===== src/rtl/cfg_lock_pkg.sv =====
// Package: register map, field positions, reset values and bus carrier for the lock/reset bank
package cfg_lock_pkg;

   // ************************************************************
   // Register byte offsets
   // ************************************************************
   localparam logic [15:0] SYSTEM_STATUS_OFS = 16'h2000;
   localparam logic [15:0] SOFT_RESET_CONTROL_OFS = 16'h2004;
   localparam logic [15:0] SYSTEM_CONFIG_ONE_OFS = 16'h2008;
   localparam logic [15:0] LOCK_CONTROL_OFS = 16'h2010;
   localparam logic [15:0] NET_CFG_BASE_OFS = 16'h2100;
   localparam logic [15:0] TRANSCEIVER_CTRL_ZERO_OFS = 16'h2200;
   localparam logic [15:0] TRANSCEIVER_CTRL_ONE_OFS = 16'h2204;

   // Network configuration words, index i sits at NET_CFG_BASE_OFS + 4*i
   localparam int NET_CFG_COUNT = 8;
   localparam int SOURCE_MAC_ADDR_IDX = 0;
   localparam int IPV4_GATEWAY_ADDR_IDX = 1;
   localparam int IPV4_NETMASK_IDX = 2;
   localparam int IPV4_SOURCE_ADDR_IDX = 3;
   localparam int LINK_LOCAL_ADDR_IDX = 4;
   localparam int GLOBAL_UNICAST_ADDR_IDX = 5;
   localparam int IPV6_PREFIX_IDX = 6;
   localparam int IPV6_GATEWAY_ADDR_IDX = 7;

   // ************************************************************
   // Field positions
   // ************************************************************
   localparam int CHIP_LOCK_FLAG_BIT = 7;
   localparam int NET_LOCK_FLAG_BIT = 6;
   localparam int PHY_LOCK_FLAG_BIT = 5;
   localparam int PARALLEL_BUS_FLAG_BIT = 1;
   localparam int SERIAL_BUS_FLAG_BIT = 0;
   localparam int SOFT_RESET_BIT = 7;

   // Strap patterns on mode pins [3:1]; pin 0 is a don't-care
   localparam logic [2:0] PARALLEL_BUS_MODE = 3'h2;
   localparam logic [2:0] SERIAL_BUS_MODE = 3'h0;

   // ************************************************************
   // Reset values
   // ************************************************************
   localparam logic [7:0] SOFT_RESET_CONTROL_RST = 8'h80;
   localparam logic [7:0] SYSTEM_CONFIG_ONE_RST = 8'h80;
   localparam logic [7:0] LOCK_CONTROL_RST = 8'h00;
   localparam logic [31:0] NET_CFG_RST = 32'h0000_0000;
   localparam logic [31:0] TRANSCEIVER_CTRL_RST = 32'h0000_0000;
   localparam logic [3:0] MODE_PINS_RST = 4'hF;

   // ************************************************************
   // Wishbone request carrier
   // ************************************************************
   typedef struct packed {
      logic cyc;
      logic stb;
      logic we;
      logic [15:0] adr;
      logic [3:0] sel;
      logic [31:0] dat;
   } wb_req_t;

endpackage : cfg_lock_pkg


===== src/rtl/config_lock_and_soft_reset.sv =====
// Module: configuration lock flags, strap decode and soft reset behind a Wishbone slave
//
// Design decision made here: the Wishbone register port.
`timescale 1ns/100ps

// Overview of operation
// - Status bit 7 shows chip lock; while set, config registers zero and one refuse writes.
// - Soft reset control accepts a write only while chip lock reads zero.
// - Status bit 6 shows network lock; while set, network configuration writes other than the IPv6 gateway are refused.
// - Network lock covers MAC, IPv4 gateway, netmask, IPv4 source, link-local, unicast, prefix.
// - IPv6 gateway address stays writable regardless of network lock.
// - Status bit 5 shows transceiver lock; while set, transceiver control writes are refused.
// - Status bit 1 reads one when mode pins show 010X, otherwise zero.
// - Status bit 0 reads one when mode pins show 000X, otherwise zero.
// - Writing zero to soft reset bit 7 returns every register to default.
// - Writing one to the soft reset bit keeps normal operation, no reset.
module config_lock_and_soft_reset
   import cfg_lock_pkg::*;
(
   input wire logic clk,
   input wire logic nrst,
   input wire wb_req_t wb_req,
   output logic [31:0] wb_dat_o,
   output logic wb_ack_o,
   input wire logic [3:0] mode_pins,
   output logic [7:0] system_config_one,
   output logic [31:0] transceiver_ctrl_zero,
   output logic [31:0] transceiver_ctrl_one,
   output logic soft_reset_pulse
);

   // ************************************************************
   // Decode helpers
   // ************************************************************
   function automatic logic reg_hit(input logic [15:0] adr, input logic [15:0] ofs);
      reg_hit = (adr[15:2] == ofs[15:2]);
   endfunction : reg_hit

   function automatic logic [31:0] byte_merge(input logic [31:0] old_val,
                                              input logic [31:0] new_val,
                                              input logic [3:0] sel);
      logic [31:0] merged;
      merged = old_val;
      for (int b = 0; b < 4; b++)
      begin
         if (sel[b])
         begin
            merged[8*b +: 8] = new_val[8*b +: 8];
         end
      end
      byte_merge = merged;
   endfunction : byte_merge

   // ************************************************************
   // Bus handshake
   // ************************************************************
   logic bus_req;
   logic wr_fire;
   logic rd_fire;
   logic lane0_wr;
   logic soft_rst;
   logic [7:0] lock_control;
   logic chip_locked;
   logic net_locked;
   logic phy_locked;

   // Ack gates the request, so a strobe held through ack is not taken twice
   assign bus_req = wb_req.cyc & wb_req.stb & ~wb_ack_o;
   assign wr_fire = bus_req & wb_req.we;
   assign rd_fire = bus_req & ~wb_req.we;
   assign lane0_wr = wr_fire & wb_req.sel[0];
   assign chip_locked = lock_control[CHIP_LOCK_FLAG_BIT];
   assign net_locked = lock_control[NET_LOCK_FLAG_BIT];
   assign phy_locked = lock_control[PHY_LOCK_FLAG_BIT];

   // One wait state: ack rises the edge after the request, drops the edge after
   always_ff @(posedge clk or negedge nrst)
   begin
      if (!nrst)
      begin
         wb_ack_o <= 1'b0;
      end
      else
      begin
         wb_ack_o <= bus_req;
      end
   end

   // ************************************************************
   // Mode strap synchroniser
   // ************************************************************
   logic [3:0] mode_meta;
   logic [3:0] mode_s2;
   logic [3:0] mode_s3;
   logic [3:0] mode_stable;
   // Three stages tame metastability; the fourth keeps the last agreed value

   always_ff @(posedge clk or negedge nrst)
   begin
      if (!nrst)
      begin
         mode_meta <= MODE_PINS_RST;
         mode_s2 <= MODE_PINS_RST;
         mode_s3 <= MODE_PINS_RST;
         mode_stable <= MODE_PINS_RST;
      end
      else
      begin
         mode_meta <= mode_pins;
         mode_s2 <= mode_meta;
         mode_s3 <= mode_s2;
         // A change counts only once two stages agree
         if (mode_s2 == mode_s3)
         begin
            mode_stable <= mode_s3;
         end
      end
   end

   logic parallel_bus_flag;
   logic serial_bus_flag;

   // Pin zero is a don't-care in both patterns
   assign parallel_bus_flag = (mode_stable[3:1] == PARALLEL_BUS_MODE);
   assign serial_bus_flag = (mode_stable[3:1] == SERIAL_BUS_MODE);

   // ************************************************************
   // Soft reset control
   // ************************************************************
   logic [7:0] soft_reset_control;
   logic cfg0_wr;

   assign cfg0_wr = lane0_wr & reg_hit(wb_req.adr, SOFT_RESET_CONTROL_OFS) & ~chip_locked;

   // Bit drops to zero for one cycle, then the reset restores the default
   always_ff @(posedge clk or negedge nrst)
   begin
      if (!nrst)
      begin
         soft_reset_control <= SOFT_RESET_CONTROL_RST;
      end
      else if (soft_rst)
      begin
         soft_reset_control <= SOFT_RESET_CONTROL_RST;
      end
      else if (cfg0_wr)
      begin
         soft_reset_control <= {wb_req.dat[SOFT_RESET_BIT], 7'h00};
      end
   end

   // Reset lasts one cycle; a write landing in that cycle is lost
   assign soft_rst = ~soft_reset_control[SOFT_RESET_BIT];

   always_ff @(posedge clk or negedge nrst)
   begin
      if (!nrst)
      begin
         soft_reset_pulse <= 1'b0;
      end
      else
      begin
         soft_reset_pulse <= cfg0_wr & ~wb_req.dat[SOFT_RESET_BIT];
      end
   end

   // ************************************************************
   // Lock flags
   // ************************************************************
   // Stand-in for the key registers: software writes the three flags directly
   // Soft reset clears the locks too, so software must lock again
   always_ff @(posedge clk or negedge nrst)
   begin
      if (!nrst)
      begin
         lock_control <= LOCK_CONTROL_RST;
      end
      else if (soft_rst)
      begin
         lock_control <= LOCK_CONTROL_RST;
      end
      else if (lane0_wr & reg_hit(wb_req.adr, LOCK_CONTROL_OFS))
      begin
         lock_control <= {wb_req.dat[7:5], 5'h00};
      end
   end

   // ************************************************************
   // System config one
   // ************************************************************
   always_ff @(posedge clk or negedge nrst)
   begin
      if (!nrst)
      begin
         system_config_one <= SYSTEM_CONFIG_ONE_RST;
      end
      else if (soft_rst)
      begin
         system_config_one <= SYSTEM_CONFIG_ONE_RST;
      end
      else if (lane0_wr & reg_hit(wb_req.adr, SYSTEM_CONFIG_ONE_OFS) & ~chip_locked)
      begin
         system_config_one <= wb_req.dat[7:0];
      end
   end

   // ************************************************************
   // Network configuration words
   // ************************************************************
   logic [31:0] net_cfg [NET_CFG_COUNT];

   // Partial writes merge by byte lane
   generate
      for (genvar i = 0; i < NET_CFG_COUNT; i++)
      begin : g_net
         localparam logic [15:0] WORD_OFS = NET_CFG_BASE_OFS + 16'(4 * i);
         // IPv6 gateway word is exempt from the network lock
         localparam logic LOCKABLE = (i != IPV6_GATEWAY_ADDR_IDX);
         logic word_wr;

         assign word_wr = wr_fire & reg_hit(wb_req.adr, WORD_OFS)
                          & ~(LOCKABLE & net_locked);

         always_ff @(posedge clk or negedge nrst)
         begin
            if (!nrst)
            begin
               net_cfg[i] <= NET_CFG_RST;
            end
            else if (soft_rst)
            begin
               net_cfg[i] <= NET_CFG_RST;
            end
            else if (word_wr)
            begin
               net_cfg[i] <= byte_merge(net_cfg[i], wb_req.dat, wb_req.sel);
            end
         end
      end
   endgenerate

   // ************************************************************
   // Transceiver control words
   // ************************************************************
   // Both words share the one transceiver lock
   logic phy0_wr;
   logic phy1_wr;

   assign phy0_wr = wr_fire & reg_hit(wb_req.adr, TRANSCEIVER_CTRL_ZERO_OFS) & ~phy_locked;
   assign phy1_wr = wr_fire & reg_hit(wb_req.adr, TRANSCEIVER_CTRL_ONE_OFS) & ~phy_locked;

   always_ff @(posedge clk or negedge nrst)
   begin
      if (!nrst)
      begin
         transceiver_ctrl_zero <= TRANSCEIVER_CTRL_RST;
         transceiver_ctrl_one <= TRANSCEIVER_CTRL_RST;
      end
      else if (soft_rst)
      begin
         transceiver_ctrl_zero <= TRANSCEIVER_CTRL_RST;
         transceiver_ctrl_one <= TRANSCEIVER_CTRL_RST;
      end
      else
      begin
         if (phy0_wr)
         begin
            transceiver_ctrl_zero <= byte_merge(transceiver_ctrl_zero, wb_req.dat, wb_req.sel);
         end
         if (phy1_wr)
         begin
            transceiver_ctrl_one <= byte_merge(transceiver_ctrl_one, wb_req.dat, wb_req.sel);
         end
      end
   end

   // ************************************************************
   // Read path
   // ************************************************************
   logic [7:0] system_status;
   logic [31:0] next_rd_data;

   always_comb
   begin
      system_status = 8'h00;
      system_status[CHIP_LOCK_FLAG_BIT] = chip_locked;
      system_status[NET_LOCK_FLAG_BIT] = net_locked;
      system_status[PHY_LOCK_FLAG_BIT] = phy_locked;
      system_status[PARALLEL_BUS_FLAG_BIT] = parallel_bus_flag;
      system_status[SERIAL_BUS_FLAG_BIT] = serial_bus_flag;
   end

   // Write-only and unmapped words read as zero
   always_comb
   begin
      next_rd_data = 32'h0000_0000;
      if (reg_hit(wb_req.adr, SYSTEM_STATUS_OFS))
      begin
         next_rd_data = {24'h000000, system_status};
      end
      else if (reg_hit(wb_req.adr, SYSTEM_CONFIG_ONE_OFS))
      begin
         next_rd_data = {24'h000000, system_config_one};
      end
      else if (reg_hit(wb_req.adr, LOCK_CONTROL_OFS))
      begin
         next_rd_data = {24'h000000, lock_control};
      end
      else if (reg_hit(wb_req.adr, TRANSCEIVER_CTRL_ZERO_OFS))
      begin
         next_rd_data = transceiver_ctrl_zero;
      end
      else if (reg_hit(wb_req.adr, TRANSCEIVER_CTRL_ONE_OFS))
      begin
         next_rd_data = transceiver_ctrl_one;
      end
      else
      begin
         for (int i = 0; i < NET_CFG_COUNT; i++)
         begin
            if (reg_hit(wb_req.adr, NET_CFG_BASE_OFS + 16'(4 * i)))
            begin
               next_rd_data = net_cfg[i];
            end
         end
      end
   end

   // Registered so the data stands in the ack cycle; holds until the next read
   always_ff @(posedge clk or negedge nrst)
   begin
      if (!nrst)
      begin
         wb_dat_o <= 32'h0000_0000;
      end
      else if (rd_fire)
      begin
         wb_dat_o <= next_rd_data;
      end
   end

endmodule : config_lock_and_soft_reset


===== config.mk =====
export PLATFORM = sky130hd
export DESIGN_NAME = config_lock_and_soft_reset
export DESIGN_NICKNAME = d
export VERILOG_FILES = /design/src/rtl/cfg_lock_pkg.sv /design/src/rtl/config_lock_and_soft_reset.sv
export SDC_FILE = /design/constraint.sdc
export NUM_CORES = 1
export LEC_CHECK = 0
export ABC_AREA = 1
export BUFFER_PORTS_ARGS = -buffer_cell sky130_fd_sc_hd__clkbuf_2
export CORE_UTILIZATION = 25
export CTS_CLUSTER_SIZE = 20
export DETAILED_ROUTE_END_ITERATION = 12
export PLACE_DENSITY_LB_ADDON = 0.3
export SYNTH_ARGS = -nofsm -noshare
export SYNTH_HDL_FRONTEND = slang
export SYNTH_SLANG_ARGS = --single-unit

===== constraint.sdc =====
create_clock -name clk -period 3.8 [get_ports clk]
set_clock_uncertainty 0.2 [all_clocks]
set_input_delay 0 -clock clk [delete_from_list [all_inputs] [get_ports clk]]
set_output_delay 0 -clock clk [all_outputs]
set_load 0.02 [all_outputs]

# --- Yosys cells after proc, flatten, opt, wreduce, memory -nomap -nowiden ---
# Index checks and enable logic that the tools add are counted.
op_classes:
  eq_ne: 32
  muxes: 43
  bitwise_logic: 36
  reduce_logical: 41
ops:
  columns: ["operator", "n"]
  rows:
  - ["$mux W32", 33]
  - ["$eq A14 B12 Y1 const B", 14]
  - ["$mux W8", 10]
  - ["$reduce_and A2 Y1", 40]
  - ["$and A1 B1 Y1", 30]
  - ["$ne A2 B1 Y1 const B", 12]
  - ["$ne A2 B2 Y1 const B", 4]
  - ["$not A1 Y1", 6]
  - ["$eq A4 B4 Y1", 1]
  - ["$eq A3 B2 Y1 const B", 1]
  - ["$logic_not A3 Y1", 1]
word_totals:
  register_bits: 387
  inputBits: 61
  elab_cells: 202

# --- Longest topological paths before layout ---
depth:
  depth_word: 14
  mapped_depth: 16
  depth_no_buf: 15

# --- Least setup slack after synthesis ---
# OpenSTA, ideal clock, no wires.
synth_path:
  kind: "register to register"
  from: "register wb_ack_o"
  to: "register transceiver_ctrl_one[13]"
  setup_time_ns: 0.134
  arrival_ns: 1.724
  t_required_ns: 3.466
  slack_ns: 1.742
  stages_incl_launch_ff: 9
  n_path_buf: 1
  synth_period_minus_slack_ns: 2.058
  path_cell_list: "dfrtp_1 nor3_2 nand2_2 or2_1 o21ai_4 nand2_2 buf_2 nand2_1 o21ai_0"
synth_via:
  elab_chain_cells: 7
synth_lines:
  columns: ["element", "line_no", "rtl"]
  rows:
  - ["start, declared", "config_lock_and_soft_reset.sv:24", "output logic wb_ack_o,"]
  - ["start signal, assigned", "config_lock_and_soft_reset.sv:85", "wb_ack_o <= bus_req;"]
  - ["$not A1 Y1", "config_lock_and_soft_reset.sv:68", "assign bus_req = wb_req.cyc & wb_req.stb & ~wb_ack_o;"]
  - ["$and A1 B1 Y1", "config_lock_and_soft_reset.sv:68", null]
  - ["net bus_req", "config_lock_and_soft_reset.sv:57", "logic bus_req;"]
  - ["$and A1 B1 Y1", "config_lock_and_soft_reset.sv:69", "assign wr_fire = bus_req & wb_req.we;"]
  - ["$and A1 B1 Y1 (2 in series)", "config_lock_and_soft_reset.sv:250", "assign phy1_wr = wr_fire & reg_hit(wb_req.adr, TRANSCEIVER_CTRL_ONE_OFS) & ~phy_locked;"]
  - ["$ne A2 B1 Y1 (no line)", null, null]
  - ["$reduce_and A2 Y1 (no line)", null, null]
  - ["end signal, assigned", "config_lock_and_soft_reset.sv:272", "transceiver_ctrl_one <= byte_merge(transceiver_ctrl_one, wb_req.dat, wb_req.sel);"]
  - ["end, declared", "config_lock_and_soft_reset.sv:28", "output logic [31:0] transceiver_ctrl_one,"]
# The timed path passes the listed nets, and every way through them passes these cells.
# A chain may end at the register's enable or synchronous reset.

# --- Worst setup path in the final report ---
layout_path:
  from: "input port wb_req[43] (netlist name)"
  to: "register wb_dat_o[12]"
layout_via:
  elab_chain_cells: 14
layout_lines:
  columns: ["element", "line_no", "rtl"]
  rows:
  - ["start, declared", "config_lock_and_soft_reset.sv:22", "input wire wb_req_t wb_req,"]
  - ["$eq A14 B12 Y1", "config_lock_and_soft_reset.sv:36", "reg_hit = (adr[15:2] == ofs[15:2]);"]
  - ["$mux W32 (8 in series)", "config_lock_and_soft_reset.sv:321", "if (reg_hit(wb_req.adr, NET_CFG_BASE_OFS + 16'(4 * i)))"]
  - ["$mux W32", "config_lock_and_soft_reset.sv:313", "else if (reg_hit(wb_req.adr, TRANSCEIVER_CTRL_ONE_OFS))"]
  - ["$mux W32", "config_lock_and_soft_reset.sv:309", "else if (reg_hit(wb_req.adr, TRANSCEIVER_CTRL_ZERO_OFS))"]
  - ["$mux W32", "config_lock_and_soft_reset.sv:305", "else if (reg_hit(wb_req.adr, LOCK_CONTROL_OFS))"]
  - ["$mux W32", "config_lock_and_soft_reset.sv:301", "else if (reg_hit(wb_req.adr, SYSTEM_CONFIG_ONE_OFS))"]
  - ["$mux W32 (*)", "config_lock_and_soft_reset.sv:297", "if (reg_hit(wb_req.adr, SYSTEM_STATUS_OFS))"]
  - ["end signal, assigned", "config_lock_and_soft_reset.sv:338", "wb_dat_o <= next_rd_data;"]
  - ["end, declared", "config_lock_and_soft_reset.sv:23", "output logic [31:0] wb_dat_o,"]
# Mark *: on every way between the ends. The rest lies on a longest branch, timed or not.

==> impl_metrics.yaml <==
sta:
  hold_viol_final: 0
  final-max-slew-violation-count: 0
  min_period_ns: 3.52
  setup_viol: 0
  rsz0062_at_grt: "false"
  fmax_mhz: 284
  tns_ns: 0
  relSlewSlack: 0.448
  worstMarginPinSlew_ns: 0.825
  period_share: 0.925
power_and_ir_drop:
  ir_worst_vdd_mv: 0.267
  power.density_nw_per_um2: 410
  p_leak_nw: 9.91
floorplanning:
  io-pin-count: 167
  start_util: 0.253
  die-area_sq_um: 70200
  die_y_um: 265
  core-area_sq_um: 68500
  die_w_um: 265
  rows: 96
synthesis:
  ys_types: 45
  netlist_instances: 2021
  netlist_area_sq_um: 17300
  synth_flop_cell: "dfrtp_1"
  synthArstFlopShare: 1.00
  avgSynthCellArea_sq_um: 8.56
  yosysSeqAreaShare: 0.552
  ys_ff_latch: 381
  ys_warn_count: 0
  synth_edf_count: 0
  synth_nets: 2082
job:
  cap_violations: 0
critical_path:
  crit_top_cell: "dlygate4sd3_1"
  worstPathRequired_ns: 4.05
  cp.arrival_ns: 3.76
  crit_path_top_delay_cell: "dlygate4sd3_1"
  cp_cell_sequence: "dlygate4sd3_1 -> clkbuf_2 -> nor2_4 -> dlygate4sd3_1 -> inv_1 -> nor3_1 -> dlygate4sd3_1 -> inv_1 -> nor2_2 -> inv_2 -> nor2_4 -> nor2_1 -> nand2_2 -> nor2_1 -> o21ai_0 -> nand2_1"
  worstSetupEndpointType: "flip-flop"
  crit_fanout: 24
  cpLargestDelayFamily: "buffers and inverters"
  path_buf_inv: 7
  startpoint_type: "primary input"
  max_stage_delay_ns: 0.63
  critPathKind: "in2reg"
final_layout:
  nets: 2280
  final_cell_mix: "nand2_1 (681), dfrtp_1 (364), o21ai_0 (212), clkbuf_2 (163), o21ai_1 (133)"
  drive_above_1_share: 0.177
  syn_to_final_growth_pct: 20.9
  final_common_cell: "nand2_1"
  utilization: 0.305
clock_network:
  cts_hold_buf: 62
  cts_tree: "built"
  clk_latency_ns: 0.57
  numCtsBuffers: 42
  root_buffer: "clkbuf_16"
  cts_resized: 0
  cts_setup_buffers: 0
  htree_levels: 2
  cts.sinks: 381
  clk_path_buf_depth: 3
  clkTransAtPathRegs_ns: 0.06
placement:
  gp_congestion: 0.850
  io_buffers: 164
  hpwl_mm: 37.3
global_route:
  grt_pass1_wl_mm: 85.3
  globalRouteOverflowTotal: 0
  grt_use_total: 0.157
  grt_pass1_vias: 14000
  grt_max_degree: 83
  antenna_found_initial: 5
detailed_routing:
  first_pass_iters: 5
  routed_wl_mm: 54.8
  wire_per_inst_um: 17.5
  antenna_left: 0
  viasPerCell: 4.57
  initialDrtViolationCount: 1201
  post-route-drc-count: 0
  dr_total_vias: 14300
outcome:
  status: "completed"
worst_hold_path:
  min_path_type: "in2reg"
==> final timing paths <==
kind	endpoint	depth (start not counted)	slack, ns	from
max in group asynchronous	transceiver_ctrl_zero[30]$_DFFE_PN0P_	4	2.45	nrst
worst max register to register	wb_dat_o[9]$_DFFE_PN0P_	8	0.81	wb_ack_o$_DFF_PN0_
worst max-delay path	wb_dat_o[12]$_DFFE_PN0P_	16	0.28	wb_req[43]
worst min register to register	mode_s2[0]$_DFF_PN1_	0	0.15	mode_meta[0]$_DFF_PN1_
min in group asynchronous	soft_reset_control[7]$_DFF_PN1_	3	0.48	nrst
worst min-delay path	net_cfg[68]$_DFFE_PN0P_	3	0.02	wb_req[4]
==> synth_stat cells, types with 9 or more instances <==
cell type	count	area [sq um]
buf_6	16	180
o21ai_0	212	1060
nand2_2	41	257
nor2_4	9	101
o21ai_2	36	315
a21oi_1	40	200
nor2_1	102	383
o21ai_1	133	666
nand3_1	86	430
nand2_1	681	2560
dfrtp_1	364	9110
nand4_1	26	163
inv_1	111	417
dfstp_2	17	447
buf_2	46	230
clkbuf_1	22	82.6
==> sequential cells by signal, summed over array words and instances (netlist names), 3 cells and up <==
name,flops
mode_meta,4
system_config_one,8
lock_control,3
transceiver_ctrl_zero,32
mode_s2,4
wb_dat_o,32
mode_s3,4
net_cfg,256
mode_stable,3
transceiver_ctrl_one,32
==> metal layers <==
metal / GRT usage / vias to the layer above / wire length, um
met4: 0.0442 / 6 / 1250
met1: 0.206 / 6916 / 24200
met2: 0.259 / 363 / 25800
met5: 0 / - / 34
li1: - / 6969 / -
met3: 0.0363 / 78 / 3460
==> final cells by class <==
cell class / count / area [sq um]
inverters: 121 / 457
multi-input cells: 1426 / 6720
well taps: 882 / 1100
flip-flops and latches: 381 / 9560
diodes: 1 / 2.50
clock inverters: 13 / 109
repair buffers: 247 / 1680
fillers: 7244 / 47600
clock buffers: 62 / 1280
==> where the power goes <==
group	internal, mW	total [mW]	switching, mW
sequential	4.09	4.10	0.0107
combinational	0.0992	0.350	0.251
clock	2.41	4.12	1.71
total	6.60	8.57	1.97
==> cells by family (layout without fill, tap and decap cells) <==
| family | Yosys count | count (layout) | share of synthesized area |
|---|---|---|---|
| simple gates | 984 | 984 | 0.245 |
| compound gates | 436 | 436 | 0.140 |
| flops | 381 | 381 | 0.552 |
| buf+inv | 214 | 443 | 0.0592 |
| xor+xnor | 4 | 4 | 0.00203 |
| mux | 2 | 2 | 0.00130 |
| other cells | 0 | 1 | 0 |
==> stage by stage <==
step | power [mW] | area, sq um | setup WS [ns] | hold WS [ns] | std cells
6_report | 8.57 | 20900 | 0.284 | 0.0158 | 3133
5_1_grt | 8.87 | 20900 | 0.0578 | 0.0278 | 3133
4_1_cts | 8.69 | 20900 | 0.307 | 0.00449 | 3132
3_5_place_dp | 4.49 | 18900 | 1.12 | -0.111 | 2995
3_3_place_gp | 4.48 | 18900 | 1.11 | -0.113 | 2995
2_1_floorplan | 4.29 | 17300 | 1.74 | -0.496 | 2021
==> worst reg2reg max path, cell delays in order (launching register included) <==
cell           delay [ns]
dfrtp_1              0.43
nor4_4               0.28
dlygate4sd3_1        0.73
inv_2                0.06
nor2_1               0.25
nand2_2              0.53
nor2_1               0.31
nand2_1              0.10
nand2_1              0.06
Power figures use the tool's default switching activity.
